$ cat config.mk
export PLATFORM = sky130hd
export DESIGN_NAME = ctp_term_cfg
export DESIGN_NICKNAME = d
export VERILOG_FILES = /design/src/rtl/ctp_pkg.sv /design/src/rtl/ctp_term_cfg.sv
export SDC_FILE = /design/constraint.sdc
export NUM_CORES = 1
export LEC_CHECK = 0
export BUFFER_PORTS_ARGS = -buffer_cell sky130_fd_sc_hd__buf_4
export CAP_MARGIN = 20
export CELL_PAD_IN_SITES_DETAIL_PLACEMENT = 1
export CELL_PAD_IN_SITES_GLOBAL_PLACEMENT = 2
export CORE_MARGIN = 2
export CORE_UTILIZATION = 37
export DETAILED_ROUTE_END_ITERATION = 8
export PLACE_DENSITY_LB_ADDON = 0.25
export SLEW_MARGIN = 20
export SYNTH_ARGS = -nofsm -noshare
export SYNTH_HDL_FRONTEND = slang
export SYNTH_SLANG_ARGS = --single-unit
$ cat constraint.sdc
create_clock -name clock -period 19.8 [get_ports clock]
set_input_delay 1.98 -clock clock [delete_from_list [all_inputs] [get_ports clock]]
set_output_delay 1.98 -clock clock [all_outputs]
set_load 0.005 [all_outputs]
$ cat src/rtl/ctp_pkg.sv
package ctp_pkg;
   // Configuration indexes; each register is one word at four times its index
   localparam logic [7:0] CFG_IDX_RUN_ALARM = 8'h02;
   localparam logic [7:0] CFG_IDX_CAP_ALARM = 8'h04;
   localparam logic [7:0] CFG_IDX_CYC_THR   = 8'h3c;
   localparam logic [7:0] CFG_IDX_PACK_OPT  = 8'h3f;
   localparam logic [7:0] CFG_IDX_TEMP_RISE = 8'h45;
   localparam logic [7:0] CFG_IDX_RESYNC    = 8'h4b;
   localparam logic [7:0] CFG_IDX_FULL_CLR  = 8'h4c;
   localparam logic [7:0] CFG_IDX_WINDOW    = 8'h4e;
   localparam logic [7:0] CFG_IDX_HOLDOFF   = 8'h4f;
   // Register byte addresses
   localparam logic [9:0] REG_RUN_ALARM_OFS   = {CFG_IDX_RUN_ALARM, 2'b00};
   localparam logic [9:0] REG_CAP_ALARM_OFS   = {CFG_IDX_CAP_ALARM, 2'b00};
   localparam logic [9:0] REG_CYC_THR_OFS     = {CFG_IDX_CYC_THR, 2'b00};
   localparam logic [9:0] REG_PACK_OPT_OFS    = {CFG_IDX_PACK_OPT, 2'b00};
   localparam logic [9:0] REG_TEMP_RISE_OFS   = {CFG_IDX_TEMP_RISE, 2'b00};
   localparam logic [9:0] REG_RESYNC_PCT_OFS  = {CFG_IDX_RESYNC, 2'b00};
   localparam logic [9:0] REG_FULL_CLR_OFS    = {CFG_IDX_FULL_CLR, 2'b00};
   localparam logic [9:0] REG_WINDOW_OFS      = {CFG_IDX_WINDOW, 2'b00};
   localparam logic [9:0] REG_HOLDOFF_OFS     = {CFG_IDX_HOLDOFF, 2'b00};
   localparam logic [9:0] REG_STATUS_OFS      = 10'h140; // block state, read only
   localparam logic [9:0] REG_CMD_CHK_OFS     = 10'h144; // bus command access probe
   localparam logic [9:0] REG_GAUGE_OFS       = 10'h148; // remaining / full capacity inputs
   localparam logic [9:0] REG_DISCH_OFS       = 10'h14c; // discharged mAh increment
   localparam logic [9:0] REG_CYCLE_OFS       = 10'h150; // cycle count, read only
   // Pack option bit positions
   localparam int PO_LED_SRC = 7;
   localparam int PO_LOCK    = 6;
   localparam int PO_SYNC    = 5;
   localparam int PO_EDV     = 4;
   localparam int PO_MIDRANGE_CORRECTION_ENABLE    = 3;
   localparam int PO_CHEMISTRY_SELECT    = 2;
   localparam int PO_CC1     = 1;
   localparam int PO_CC0     = 0;
   // Reset values
   localparam logic [7:0]  PACK_OPT_RST = 8'h00;
   localparam logic [15:0] WORD_RST     = 16'h0000;
   // Timing
   localparam int CLK_HZ         = 250_000_000;
   localparam int SEC_BASE_S     = 320;
   localparam int SEC_STEP_S     = 20;
   localparam int TAPER_S        = 80;
   // Sealed access windows
   localparam logic [7:0] RO_LO0 = 8'h05;
   localparam logic [7:0] RO_HI0 = 8'h1c;
   localparam logic [7:0] RO_LO1 = 8'h20;
   localparam logic [7:0] RO_HI1 = 8'h23;
   localparam logic [7:0] RW_HI0 = 8'h04;
   localparam logic [7:0] RW_ONE = 8'h2f;
   localparam logic [7:0] RW_LO1 = 8'h3c;
   localparam logic [7:0] RW_HI1 = 8'h3f;

   // Decoded pack options
   typedef struct packed {
      logic       led_source_select;
      logic       bus_access_lock;
      logic       capacity_sync_enable;
      logic       edv_compensation_enable;
      logic       midrange_correction_enable;
      logic       chemistry_select;
      logic       cell_count_bit1;
      logic       cell_count_bit0;
   } ctp_pack_opt_t;

   // Measurement inputs from the gauge core
   typedef struct packed {
      logic [15:0] pack_voltage;
      logic [15:0] charging_voltage;
      logic [15:0] charge_current;
      logic [7:0]  rel_soc;
      logic [7:0]  abs_soc;
      logic        charging;
   } ctp_meas_t;
endpackage : ctp_pkg

$ cat src/rtl/ctp_term_cfg.sv
`timescale 1ns/1ns
module ctp_term_cfg
   import ctp_pkg::*;
#(
   parameter int SEC_CYCLES = CLK_HZ
)
(
   // Clock and reset
   input  wire logic          clock,
   input  wire logic          rst_n,
   // AHB-Lite slave
   input  wire logic          hsel,
   input  wire logic [31:0]   haddr,
   input  wire logic [1:0]    htrans,
   input  wire logic          hwrite,
   input  wire logic [2:0]    hsize,
   input  wire logic [31:0]   hwdata,
   input  wire logic          hready,
   output logic [31:0]        hrdata,
   output logic               hreadyout,
   output logic               hresp,
   // Gauge measurements and events
   input  wire ctp_meas_t     meas,
   input  wire logic          temp_rise_seen,
   input  wire logic [15:0]   cell_volt [4],
   // Results
   output logic               full_charged,
   output logic               charge_term,
   output logic [7:0]         led_soc,
   output ctp_pack_opt_t      pack_opt,
   output logic [15:0]        pack_voltage_out,
   output logic [3:0]         cell_input_active,
   output logic [5:0]         rise_tenths_c,
   output logic               cfg_loaded
);

   ////////////////////////////////////////////////////////////////////////
   // Register storage
   logic [15:0] run_alarm_ff, cap_alarm_ff, cyc_thr_ff;
   logic [7:0]  pack_opt_ff, temp_rise_ff, resync_pct_ff, full_clr_ff;
   logic [7:0]  window_ff, holdoff_ff, cmd_probe_ff;
   logic [15:0] remaining_ff, full_cap_ff, disch_acc_ff, cycle_ff;
   logic        cfg_loaded_ff, full_ff, term_ff;
   logic        dphase_ff, dwrite_ff;
   logic [9:0]  daddr_ff;
   logic [31:0] rdata_ff;

   assign pack_opt   = ctp_pack_opt_t'(pack_opt_ff);
   assign hreadyout  = 1'b1;
   assign hresp      = 1'b0;
   assign hrdata     = rdata_ff;
   assign cfg_loaded = cfg_loaded_ff;

   ////////////////////////////////////////////////////////////////////////
   // Bus address phase capture
   wire addr_ok = hsel & hready & htrans[1];
   always_ff @(posedge clock or negedge rst_n)
      if (!rst_n)
      begin
         dphase_ff <= 1'b0;
         dwrite_ff <= 1'b0;
         daddr_ff  <= 10'h000;
      end
      else
      begin
         dphase_ff <= addr_ok;
         dwrite_ff <= addr_ok & hwrite;
         if (addr_ok)
            daddr_ff <= haddr[9:0];
      end

   wire wr = dphase_ff & dwrite_ff;

   ////////////////////////////////////////////////////////////////////////
   // Configuration writes; config counts as loaded once the pack byte lands
   always_ff @(posedge clock or negedge rst_n)
      if (!rst_n)
      begin
         run_alarm_ff  <= WORD_RST;
         cap_alarm_ff  <= WORD_RST;
         cyc_thr_ff    <= WORD_RST;
         pack_opt_ff   <= PACK_OPT_RST;
         temp_rise_ff  <= 8'h00;
         resync_pct_ff <= 8'h00;
         full_clr_ff   <= 8'h00;
         window_ff     <= 8'h00;
         holdoff_ff    <= 8'h00;
         cmd_probe_ff  <= 8'h00;
         full_cap_ff   <= WORD_RST;
         cfg_loaded_ff <= 1'b0;
      end
      else if (wr)
         case (daddr_ff)
            REG_RUN_ALARM_OFS:  run_alarm_ff  <= hwdata[15:0];
            REG_CAP_ALARM_OFS:  cap_alarm_ff  <= hwdata[15:0];
            REG_CYC_THR_OFS:    cyc_thr_ff    <= hwdata[15:0];
            REG_PACK_OPT_OFS:
            begin
               pack_opt_ff   <= hwdata[7:0];
               cfg_loaded_ff <= 1'b1;
            end
            REG_TEMP_RISE_OFS:  temp_rise_ff  <= hwdata[7:0];
            REG_RESYNC_PCT_OFS: resync_pct_ff <= hwdata[7:0];
            REG_FULL_CLR_OFS:   full_clr_ff   <= hwdata[7:0];
            REG_WINDOW_OFS:     window_ff     <= hwdata[7:0];
            REG_HOLDOFF_OFS:    holdoff_ff    <= hwdata[7:0];
            REG_CMD_CHK_OFS:    cmd_probe_ff  <= hwdata[7:0];
            REG_GAUGE_OFS:      full_cap_ff   <= hwdata[31:16];
            default:            cmd_probe_ff  <= cmd_probe_ff;
         endcase

   ////////////////////////////////////////////////////////////////////////
   // Two's complement stored values decoded to plain magnitudes
   wire [7:0]  full_clr_pct = 8'(-full_clr_ff);
   wire [7:0]  resync_pct   = 8'(-resync_pct_ff);
   wire [15:0] cyc_thr      = 16'(-cyc_thr_ff);

   ////////////////////////////////////////////////////////////////////////
   // Seconds tick
   logic [27:0] sec_cnt_ff;
   wire         sec_tick = (sec_cnt_ff == 28'(SEC_CYCLES - 1));
   always_ff @(posedge clock or negedge rst_n)
      if (!rst_n)
         sec_cnt_ff <= 28'h0000000;
      else
         sec_cnt_ff <= sec_tick ? 28'h0000000 : sec_cnt_ff + 28'h0000001;

   ////////////////////////////////////////////////////////////////////////
   // Rise, window and hold-off decode
   assign rise_tenths_c = 6'(({2'b00, temp_rise_ff[3:0]} << 1) + 6'd16);
   wire [8:0] window_s  = 9'(SEC_BASE_S - SEC_STEP_S * window_ff[3:0]);
   wire [8:0] holdoff_s = 9'(SEC_BASE_S - SEC_STEP_S * holdoff_ff[3:0]);

   // Hold-off runs from charge start, then rise checked per window
   logic [8:0] hold_cnt_ff, win_cnt_ff;
   logic       rate_term_ff;
   always_ff @(posedge clock or negedge rst_n)
      if (!rst_n)
      begin
         hold_cnt_ff  <= 9'h000;
         win_cnt_ff   <= 9'h000;
         rate_term_ff <= 1'b0;
      end
      else if (!meas.charging || !cfg_loaded_ff)
      begin
         hold_cnt_ff  <= 9'h000;
         win_cnt_ff   <= 9'h000;
         rate_term_ff <= 1'b0;
      end
      else if (sec_tick)
      begin
         if (hold_cnt_ff < holdoff_s)
            hold_cnt_ff <= hold_cnt_ff + 9'h001;
         else if (win_cnt_ff < window_s)
         begin
            win_cnt_ff <= win_cnt_ff + 9'h001;
            if (temp_rise_seen)
               rate_term_ff <= 1'b1;
         end
         else
            win_cnt_ff <= 9'h000;
      end

   ////////////////////////////////////////////////////////////////////////
   // Lithium current taper; margin code is mV/2, threshold code raw
   wire [15:0] taper_margin = {7'h00, holdoff_ff, 1'b0};
   wire [15:0] taper_i      = {8'h00, window_ff};
   wire taper_qual = pack_opt_ff[PO_CHEMISTRY_SELECT] && meas.charging &&
                     (meas.pack_voltage > meas.charging_voltage - taper_margin) &&
                     (meas.charge_current < taper_i);
   logic [6:0] taper_cnt_ff;
   always_ff @(posedge clock or negedge rst_n)
      if (!rst_n)
         taper_cnt_ff <= 7'h00;
      else if (!taper_qual || !cfg_loaded_ff)
         taper_cnt_ff <= 7'h00;
      else if (sec_tick && taper_cnt_ff < 7'(TAPER_S))
         taper_cnt_ff <= taper_cnt_ff + 7'h01;

   wire term_now = rate_term_ff | (taper_cnt_ff == 7'(TAPER_S));
   wire term_rise = term_now & ~term_ff;

   ////////////////////////////////////////////////////////////////////////
   // Termination, remaining capacity resync and full flag
   always_ff @(posedge clock or negedge rst_n)
      if (!rst_n)
      begin
         term_ff      <= 1'b0;
         remaining_ff <= WORD_RST;
         full_ff      <= 1'b0;
      end
      else
      begin
         term_ff <= term_now;
         if (wr && daddr_ff == REG_GAUGE_OFS)
            remaining_ff <= hwdata[15:0];
         if (term_rise && pack_opt_ff[PO_SYNC])
            remaining_ff <= 16'((32'(full_cap_ff) * resync_pct) / 100);
         if (term_rise)
            full_ff <= 1'b1;
         else if (meas.rel_soc <= full_clr_pct)
            full_ff <= 1'b0;
      end

   assign full_charged = full_ff;
   assign charge_term  = term_ff;

   ////////////////////////////////////////////////////////////////////////
   // Cycle counting on discharged charge
   always_ff @(posedge clock or negedge rst_n)
      if (!rst_n)
      begin
         disch_acc_ff <= WORD_RST;
         cycle_ff     <= WORD_RST;
      end
      else if (wr && daddr_ff == REG_DISCH_OFS)
      begin
         if (17'(disch_acc_ff) + 17'(hwdata[15:0]) >= 17'(cyc_thr) && cyc_thr != 0)
         begin
            disch_acc_ff <= 16'(disch_acc_ff + hwdata[15:0] - cyc_thr);
            cycle_ff     <= cycle_ff + 16'h0001;
         end
         else
            disch_acc_ff <= disch_acc_ff + hwdata[15:0];
      end

   ////////////////////////////////////////////////////////////////////////
   // LED source, cell map and pack voltage
   assign led_soc = pack_opt_ff[PO_LED_SRC] ? meas.rel_soc : meas.abs_soc;
   wire [1:0] cc = {pack_opt_ff[PO_CC1], pack_opt_ff[PO_CC0]};
   always_comb
   begin
      case (cc)
         2'b00:   cell_input_active = 4'b1000;
         2'b01:   cell_input_active = 4'b0011;
         2'b10:   cell_input_active = 4'b0111;
         default: cell_input_active = 4'b1111;
      endcase
   end
   assign pack_voltage_out = (cc == 2'b00) ? cell_volt[3] : cell_volt[cc];

   ////////////////////////////////////////////////////////////////////////
   // Bus command access check against the lock bit
   wire lk = pack_opt_ff[PO_LOCK] & cfg_loaded_ff;
   wire c_rw = (cmd_probe_ff <= RW_HI0) || (cmd_probe_ff == RW_ONE) ||
               (cmd_probe_ff >= RW_LO1 && cmd_probe_ff <= RW_HI1);
   wire c_ro = (cmd_probe_ff >= RO_LO0 && cmd_probe_ff <= RO_HI0) ||
               (cmd_probe_ff >= RO_LO1 && cmd_probe_ff <= RO_HI1);
   wire cmd_rd_ok = !lk || c_rw || c_ro;
   wire cmd_wr_ok = !lk || c_rw;

   ////////////////////////////////////////////////////////////////////////
   // Read mux, one wait-free data phase
   logic [31:0] rd_mux;
   always_comb
   begin
      case (haddr[9:0])
         REG_RUN_ALARM_OFS:  rd_mux = {16'h0000, run_alarm_ff};
         REG_CAP_ALARM_OFS:  rd_mux = {16'h0000, cap_alarm_ff};
         REG_CYC_THR_OFS:    rd_mux = {16'h0000, cyc_thr_ff};
         REG_PACK_OPT_OFS:   rd_mux = {24'h000000, pack_opt_ff};
         REG_TEMP_RISE_OFS:  rd_mux = {24'h000000, temp_rise_ff};
         REG_RESYNC_PCT_OFS: rd_mux = {24'h000000, resync_pct_ff};
         REG_FULL_CLR_OFS:   rd_mux = {24'h000000, full_clr_ff};
         REG_WINDOW_OFS:     rd_mux = {24'h000000, window_ff};
         REG_HOLDOFF_OFS:    rd_mux = {24'h000000, holdoff_ff};
         REG_STATUS_OFS:     rd_mux = {24'h000000, pack_opt_ff[PO_EDV],
                                       pack_opt_ff[PO_MIDRANGE_CORRECTION_ENABLE],
                                       pack_opt_ff[PO_CHEMISTRY_SELECT],
                                       cmd_wr_ok, cmd_rd_ok, cfg_loaded_ff,
                                       term_ff, full_ff};
         REG_CMD_CHK_OFS:    rd_mux = {24'h000000, cmd_probe_ff};
         REG_GAUGE_OFS:      rd_mux = {full_cap_ff, remaining_ff};
         REG_DISCH_OFS:      rd_mux = {16'h0000, disch_acc_ff};
         REG_CYCLE_OFS:      rd_mux = {16'h0000, cycle_ff};
         default:            rd_mux = 32'h00000000;
      endcase
   end

   always_ff @(posedge clock or negedge rst_n)
      if (!rst_n)
         rdata_ff <= 32'h00000000;
      else if (addr_ok && !hwrite)
         rdata_ff <= rd_mux;

   // Unused bus sideband
   wire unused_ok = ^{hsize, haddr[31:10], htrans[0]};

endmodule : ctp_term_cfg

======== Yosys cells after proc, flatten, opt, wreduce, memory -nomap -nowiden ========
Cells that the tools add are included.
word-level totals
  logic and storage cells ................. 176
  output and inout port bits .............. 79
  memory bits (writable) .................. 0
  memories ................................ 0
  ROM bits ................................ 0
  input port bits ......................... 204
  register bits after elaboration ......... 269
  latch bits .............................. 0
cells by class
  order comparisons ....................... 15
  shift-type cells ........................ 0
  reductions and logical operators ........ 48
  multiply operators ...................... 3
  equal/unequal tests ..................... 32
  $add $sub $neg .......................... 15
  div/mod/pow operators ................... 1
  bitwise gates (word level) .............. 9
  muxes and demuxes ....................... 27
operators by type and width
  kind                     number
  $pmux W32 S14            1
  $eq A10 B9 Y1 const B    18
  $mux W16                 6
  $mux W9                  7
  $eq A10 B8 Y1 const B    4
  $bmux W16 S2             1
  $div A24 B7 Y32 const B  1
  $add A28 B1 Y28 const B  1
  $eq A28 B28 Y1 const B   1
  $mux W28                 1
  $reduce_and A2 Y1        14
  $mul A16 B8 Y24          1
  $eq A10 B4 Y1 const B    2
  $eq A10 B5 Y1 const B    2
  $add A9 B1 Y9 const B    2
  $lt A9 B9 Y1             2
  $sub A9 B9 Y9 const A    2
  $add A16 B16 Y17         1
  $ge A17 B16 Y1           1
  $add A16 B1 Y16 const B  1
  $add A16 B16 Y16         1
  $ge A8 B6 Y1 const B     2
  $gt A16 B16 Y1           1
  $le A8 B6 Y1 const B     2
  other kinds (34)         75

======== Depth between registers and ports, before layout ========
  depth after elaboration ................. 7
  depth in mapped cells ................... 65
  mapped depth without buffers ............ 56

======== Least setup slack after synthesis ========
No wires, ideal clock.
  path type ............................... register to register
  start ................................... register resync_pct_ff[0]
  end ..................................... register remaining_ff[0]
  slack ................................... 5.589 ns
  data arrival time ....................... 14.111 ns
  cell stages (with the launch flop) ...... 61
  required time ........................... 19.699 ns
  buffers on the path ..................... 5
  cell sequence ........................... dfrtp_1 -> clkbuf_1 -> inv_1 -> ha_1 -> nand2_1 -> nor3_1 -> xnor2_1 -> clkbuf_1 -> nand2_1 -> fa_1 -> inv_1 -> fa_1 -> fa_1 -> inv_1 -> fa_1 -> inv_1 -> ha_1 -> a21oi_1 -> (+25 left out) -> inv_1 -> o41ai_2 -> xor2_1 -> or3_4 -> a31o_2 -> nand4_1 -> o211ai_2 -> a2111o_1 -> a41o_1 -> a21o_1 -> and3_1 -> buf_2 -> o221a_4 -> a211oi_4 -> nor2_2 -> xnor2_1 -> o311a_1 -> o32ai_1
on the way
  cells in the longest elaborated chain, start to end .. 4
RTL lines
  what                      RTL line             text
  start: declaration        ctp_term_cfg.sv:40   logic [7:0] pack_opt_ff, temp_rise_ff, resync_pct_ff, full_clr_ff;
  start signal: assignment  ctp_term_cfg.sv:103  REG_RESYNC_PCT_OFS: resync_pct_ff <= hwdata[7:0];
  $neg A8 Y8                ctp_term_cfg.sv:115  wire [7:0] resync_pct = 8'(-resync_pct_ff);
  $mul A16 B8 Y24           ctp_term_cfg.sv:198  remaining_ff <= 16'((32'(full_cap_ff) * resync_pct) / 100);
  $div A24 B7 Y32           ctp_term_cfg.sv:198
  $mux W16                  ctp_term_cfg.sv:197  if (term_rise && pack_opt_ff[PO_SYNC])
  end signal: assignment    ctp_term_cfg.sv:196  remaining_ff <= hwdata[15:0];
  end signal: assignment    ctp_term_cfg.sv:198
  end: declaration          ctp_term_cfg.sv:42   logic [15:0] remaining_ff, full_cap_ff, disch_acc_ff, cycle_ff;
No other way between the ends.
A chain may end at the register's enable or synchronous reset.

======== Final worst setup path ========
Same ends and word-level chain as after synthesis.

==> qor.txt <==
Status = finished, final reports clean
Setup Skew = 14.16 ps
Cells after Synth = 2841
Yosys warns = 0
Synthesized area = 25010 µm²
Post-CTS Setup Bufs = 0
Period Utilization, post-route = 86.49%
Detail Route Antenna Nets = 0
Number of antenna violations at the first check in global routing = 5
Top cells by instance count after synthesis = 312 x nand2_1, 269 x dfrtp_1, 182 x nor2_1, 176 x inv_1, 157 x o21ai_0
Total CTS buffers = 31
Share of the synthesized area in the top cell type = 26.91%
Final HPWL DP = 64.80 mm
Max-slew violations = 0
CTS Hold Bufs = 0
Post-synth EDFFs = 0
Clk Latency, worst-skew pair = 590 ps
Row cnt = 95
DRC violations left = 0
Routed vias = 22510
CTS tree = built
Post-CTS sizing = 0
Height of the chip = 264.0 µm
FFs w/ async S/R, synth = 100.0%
Crit end category = flip-flop
Final count of hold timing violations = 0
Vias in the first global route = 24240
# fillers = 7849
CTS Root Cell = clkbuf_16
Final setup TNS = 0 ps
# setup viols final = 0
Starting Density = 37.31%
Crit path max fanout = 19
Clk slew on worst S/H paths = 70 ps
Layout Nets = 3483
IO buf count = 253
Die area = 69690 µm²
Worst min-delay path category = reg -> reg
Slowest stage delay, CP = 790 ps
Clk sinks = 269
Core area = 67040 µm²
Area contributors post-synth = dfrtp_1 27%, ha_1 7.4%, fa_1 7.1%, mux2_2 5.5%, nand2_1 4.7%
Synth unique cells = 124
Worst path required time = 20280 ps
Maximum clock frequency = 58.40 MHz
GP Congestion = 0.8526
Slowest cell on crit path = dfrtp_1
Post-Route WL = 82.70 mm
CTS HTree Levels = 1
Avg WL per Cell = 20.97 µm
Worst slew margin = 27.39%
Seq/Total Area, Yosys = 26.91%
Critical Path Source Type = flip-flop
Largest net degree at the start of global routing = 163
First-pass GRT wire length = 133.3 mm
Share of cells above drive strength 1 = 18.42%
Crit path time final = 17120 ps
GRT Util Overall = 23.48%
WHS = 475.4 ps
First-pass iteration count of the detailed router = 6
CTS Buffer Depth = 3
Via density = 5.707
Synth Flop Type = dfrtp_1
Synth area leader = dfrtp_1
Setup Crit Path Kind = reg -> reg
Die Width = 264.0 µm
Syn_area_per_cell = 8.804 µm²
RSZ-0062 raised after global routing = false
Yosys reg bits = 269
IO Count = 283
Total grt overflow = 0
Count leader, synth = nand2_1
Worst Tran Pin Value = 1085 ps
Max Cap Viol = 0
P&R area growth vs syn = 15.67%
Worst Path Arrival = 17610 ps
Iteration-0 DRC Markers = 1236
[critical path, delay by kind of cell (launching register included)]
family,cells,cell delay (ps)
adders and majority gates,6,2770
DFF,1,790
and+or+nand+nor,15,4620
xor gates and xnor gates,3,460
AOI/OAI and AO/OA,24,7070
buffers and inverters,6,880
muxes,1,430
[stage by stage]
stage	cells	worst slack, ps	area (µm²)	util, %
floorplan	2842	5589	25020	-
global placement	3881	2886	27770	41.43
detailed placement	3882	2643	27790	41.45
CTS	3940	2536	28910	43.13
global route	3944	1371	28930	43.16
finish	3944	2676	28930	43.16
[flip-flops by register name, summed over array words and instances (netlist names), 9 cells and up]
register	cells
remaining_ff	16
full_cap_ff	16
cycle_ff	16
win_cnt_ff	9
cyc_thr_ff	16
daddr_ff	10
disch_acc_ff	16
run_alarm_ff	16
hold_cnt_ff	9
hrdata	32
sec_cnt_ff	28
cap_alarm_ff	16
[final cells by class]
| cell class | count | area (µm²) | area share, % |
|---|---|---|---|
| repair buffers | 291 | 2208 | 7.633 |
| clock inverters | 17 | 262.8 | 0.9082 |
| multi-input cells | 2273 | 17100 | 59.11 |
| well taps | 873 | 1092 | 3.775 |
| inverters | 176 | 660.6 | 2.283 |
| flip-flops and latches | 269 | 6731 | 23.27 |
| diodes | 4 | 10.01 | 0.03460 |
| clock buffers | 41 | 863.3 | 2.984 |
[layout by cell type, fill, tap and decap left out, drive strengths merged, types with 17 or more instances in the layout]
cell type,netlist,routed
a221oi,18,18
dfrtp,269,269
o21bai,18,18
fa,89,89
mux2,125,125
xnor2,102,102
inv,176,180
mux2i,51,51
nand3,62,62
clkbuf,87,41
a31oi,25,25
or2,17,17
xor2,72,72
nand2b,30,30
a21oi,149,149
nor2,189,189
nand2,313,313
or3,20,20
nor3,60,60
nand4,53,53
a211oi,31,31
and2,113,113
and3,37,37
nor2b,22,22
o211ai,22,22
buf,37,291
nor4,25,25
a21o,42,42
o21ai,173,173
a22oi,61,61
ha,148,148
[worst paths after layout]
path	startpoint	to	slack, ps	depth (start not counted)
max in group asynchronous	rst_n	hrdata[13]	16990	2
hold / removal	sec_cnt_ff[4]	sec_cnt_ff[4]	480	1
min in group asynchronous	rst_n	sec_cnt_ff[17]	1390	1
hold reg to reg	sec_cnt_ff[4]	sec_cnt_ff[4]	480	1
setup reg to reg	resync_pct_ff[0]	remaining_ff[0]	2680	55
setup / recovery	resync_pct_ff[0]	remaining_ff[0]	2680	55
[logic make-up after synthesis]
| family | Yosys count | share of synthesized area (%) |
|---|---|---|
| flip-flops | 269 | 26.91 |
| buffers and inverters | 300 | 4.892 |
| multiplexers | 176 | 7.684 |
| AND/OR/NAND/NOR | 984 | 19.71 |
| adder cells (fa/ha/maj) | 238 | 14.57 |
| other | 2 | 0.03003 |
| XOR/XNOR | 174 | 6.318 |
| AO/OA/AOI/OAI | 698 | 19.88 |
[metal layers]
layer  global-route usage [%]  vias up  part of all wire, %
met1                    30.00    11330                   44
li1                         -    10600                    -
met3                    2.498      102                  4.1
met5                        0        -                0.016
met4                    5.897        2                  2.2
met2                    42.17      474                   50
Power is left out: the tool's default activity adds up to more than one toggle a clock period on the data nets, which glitch-free logic cannot reach.
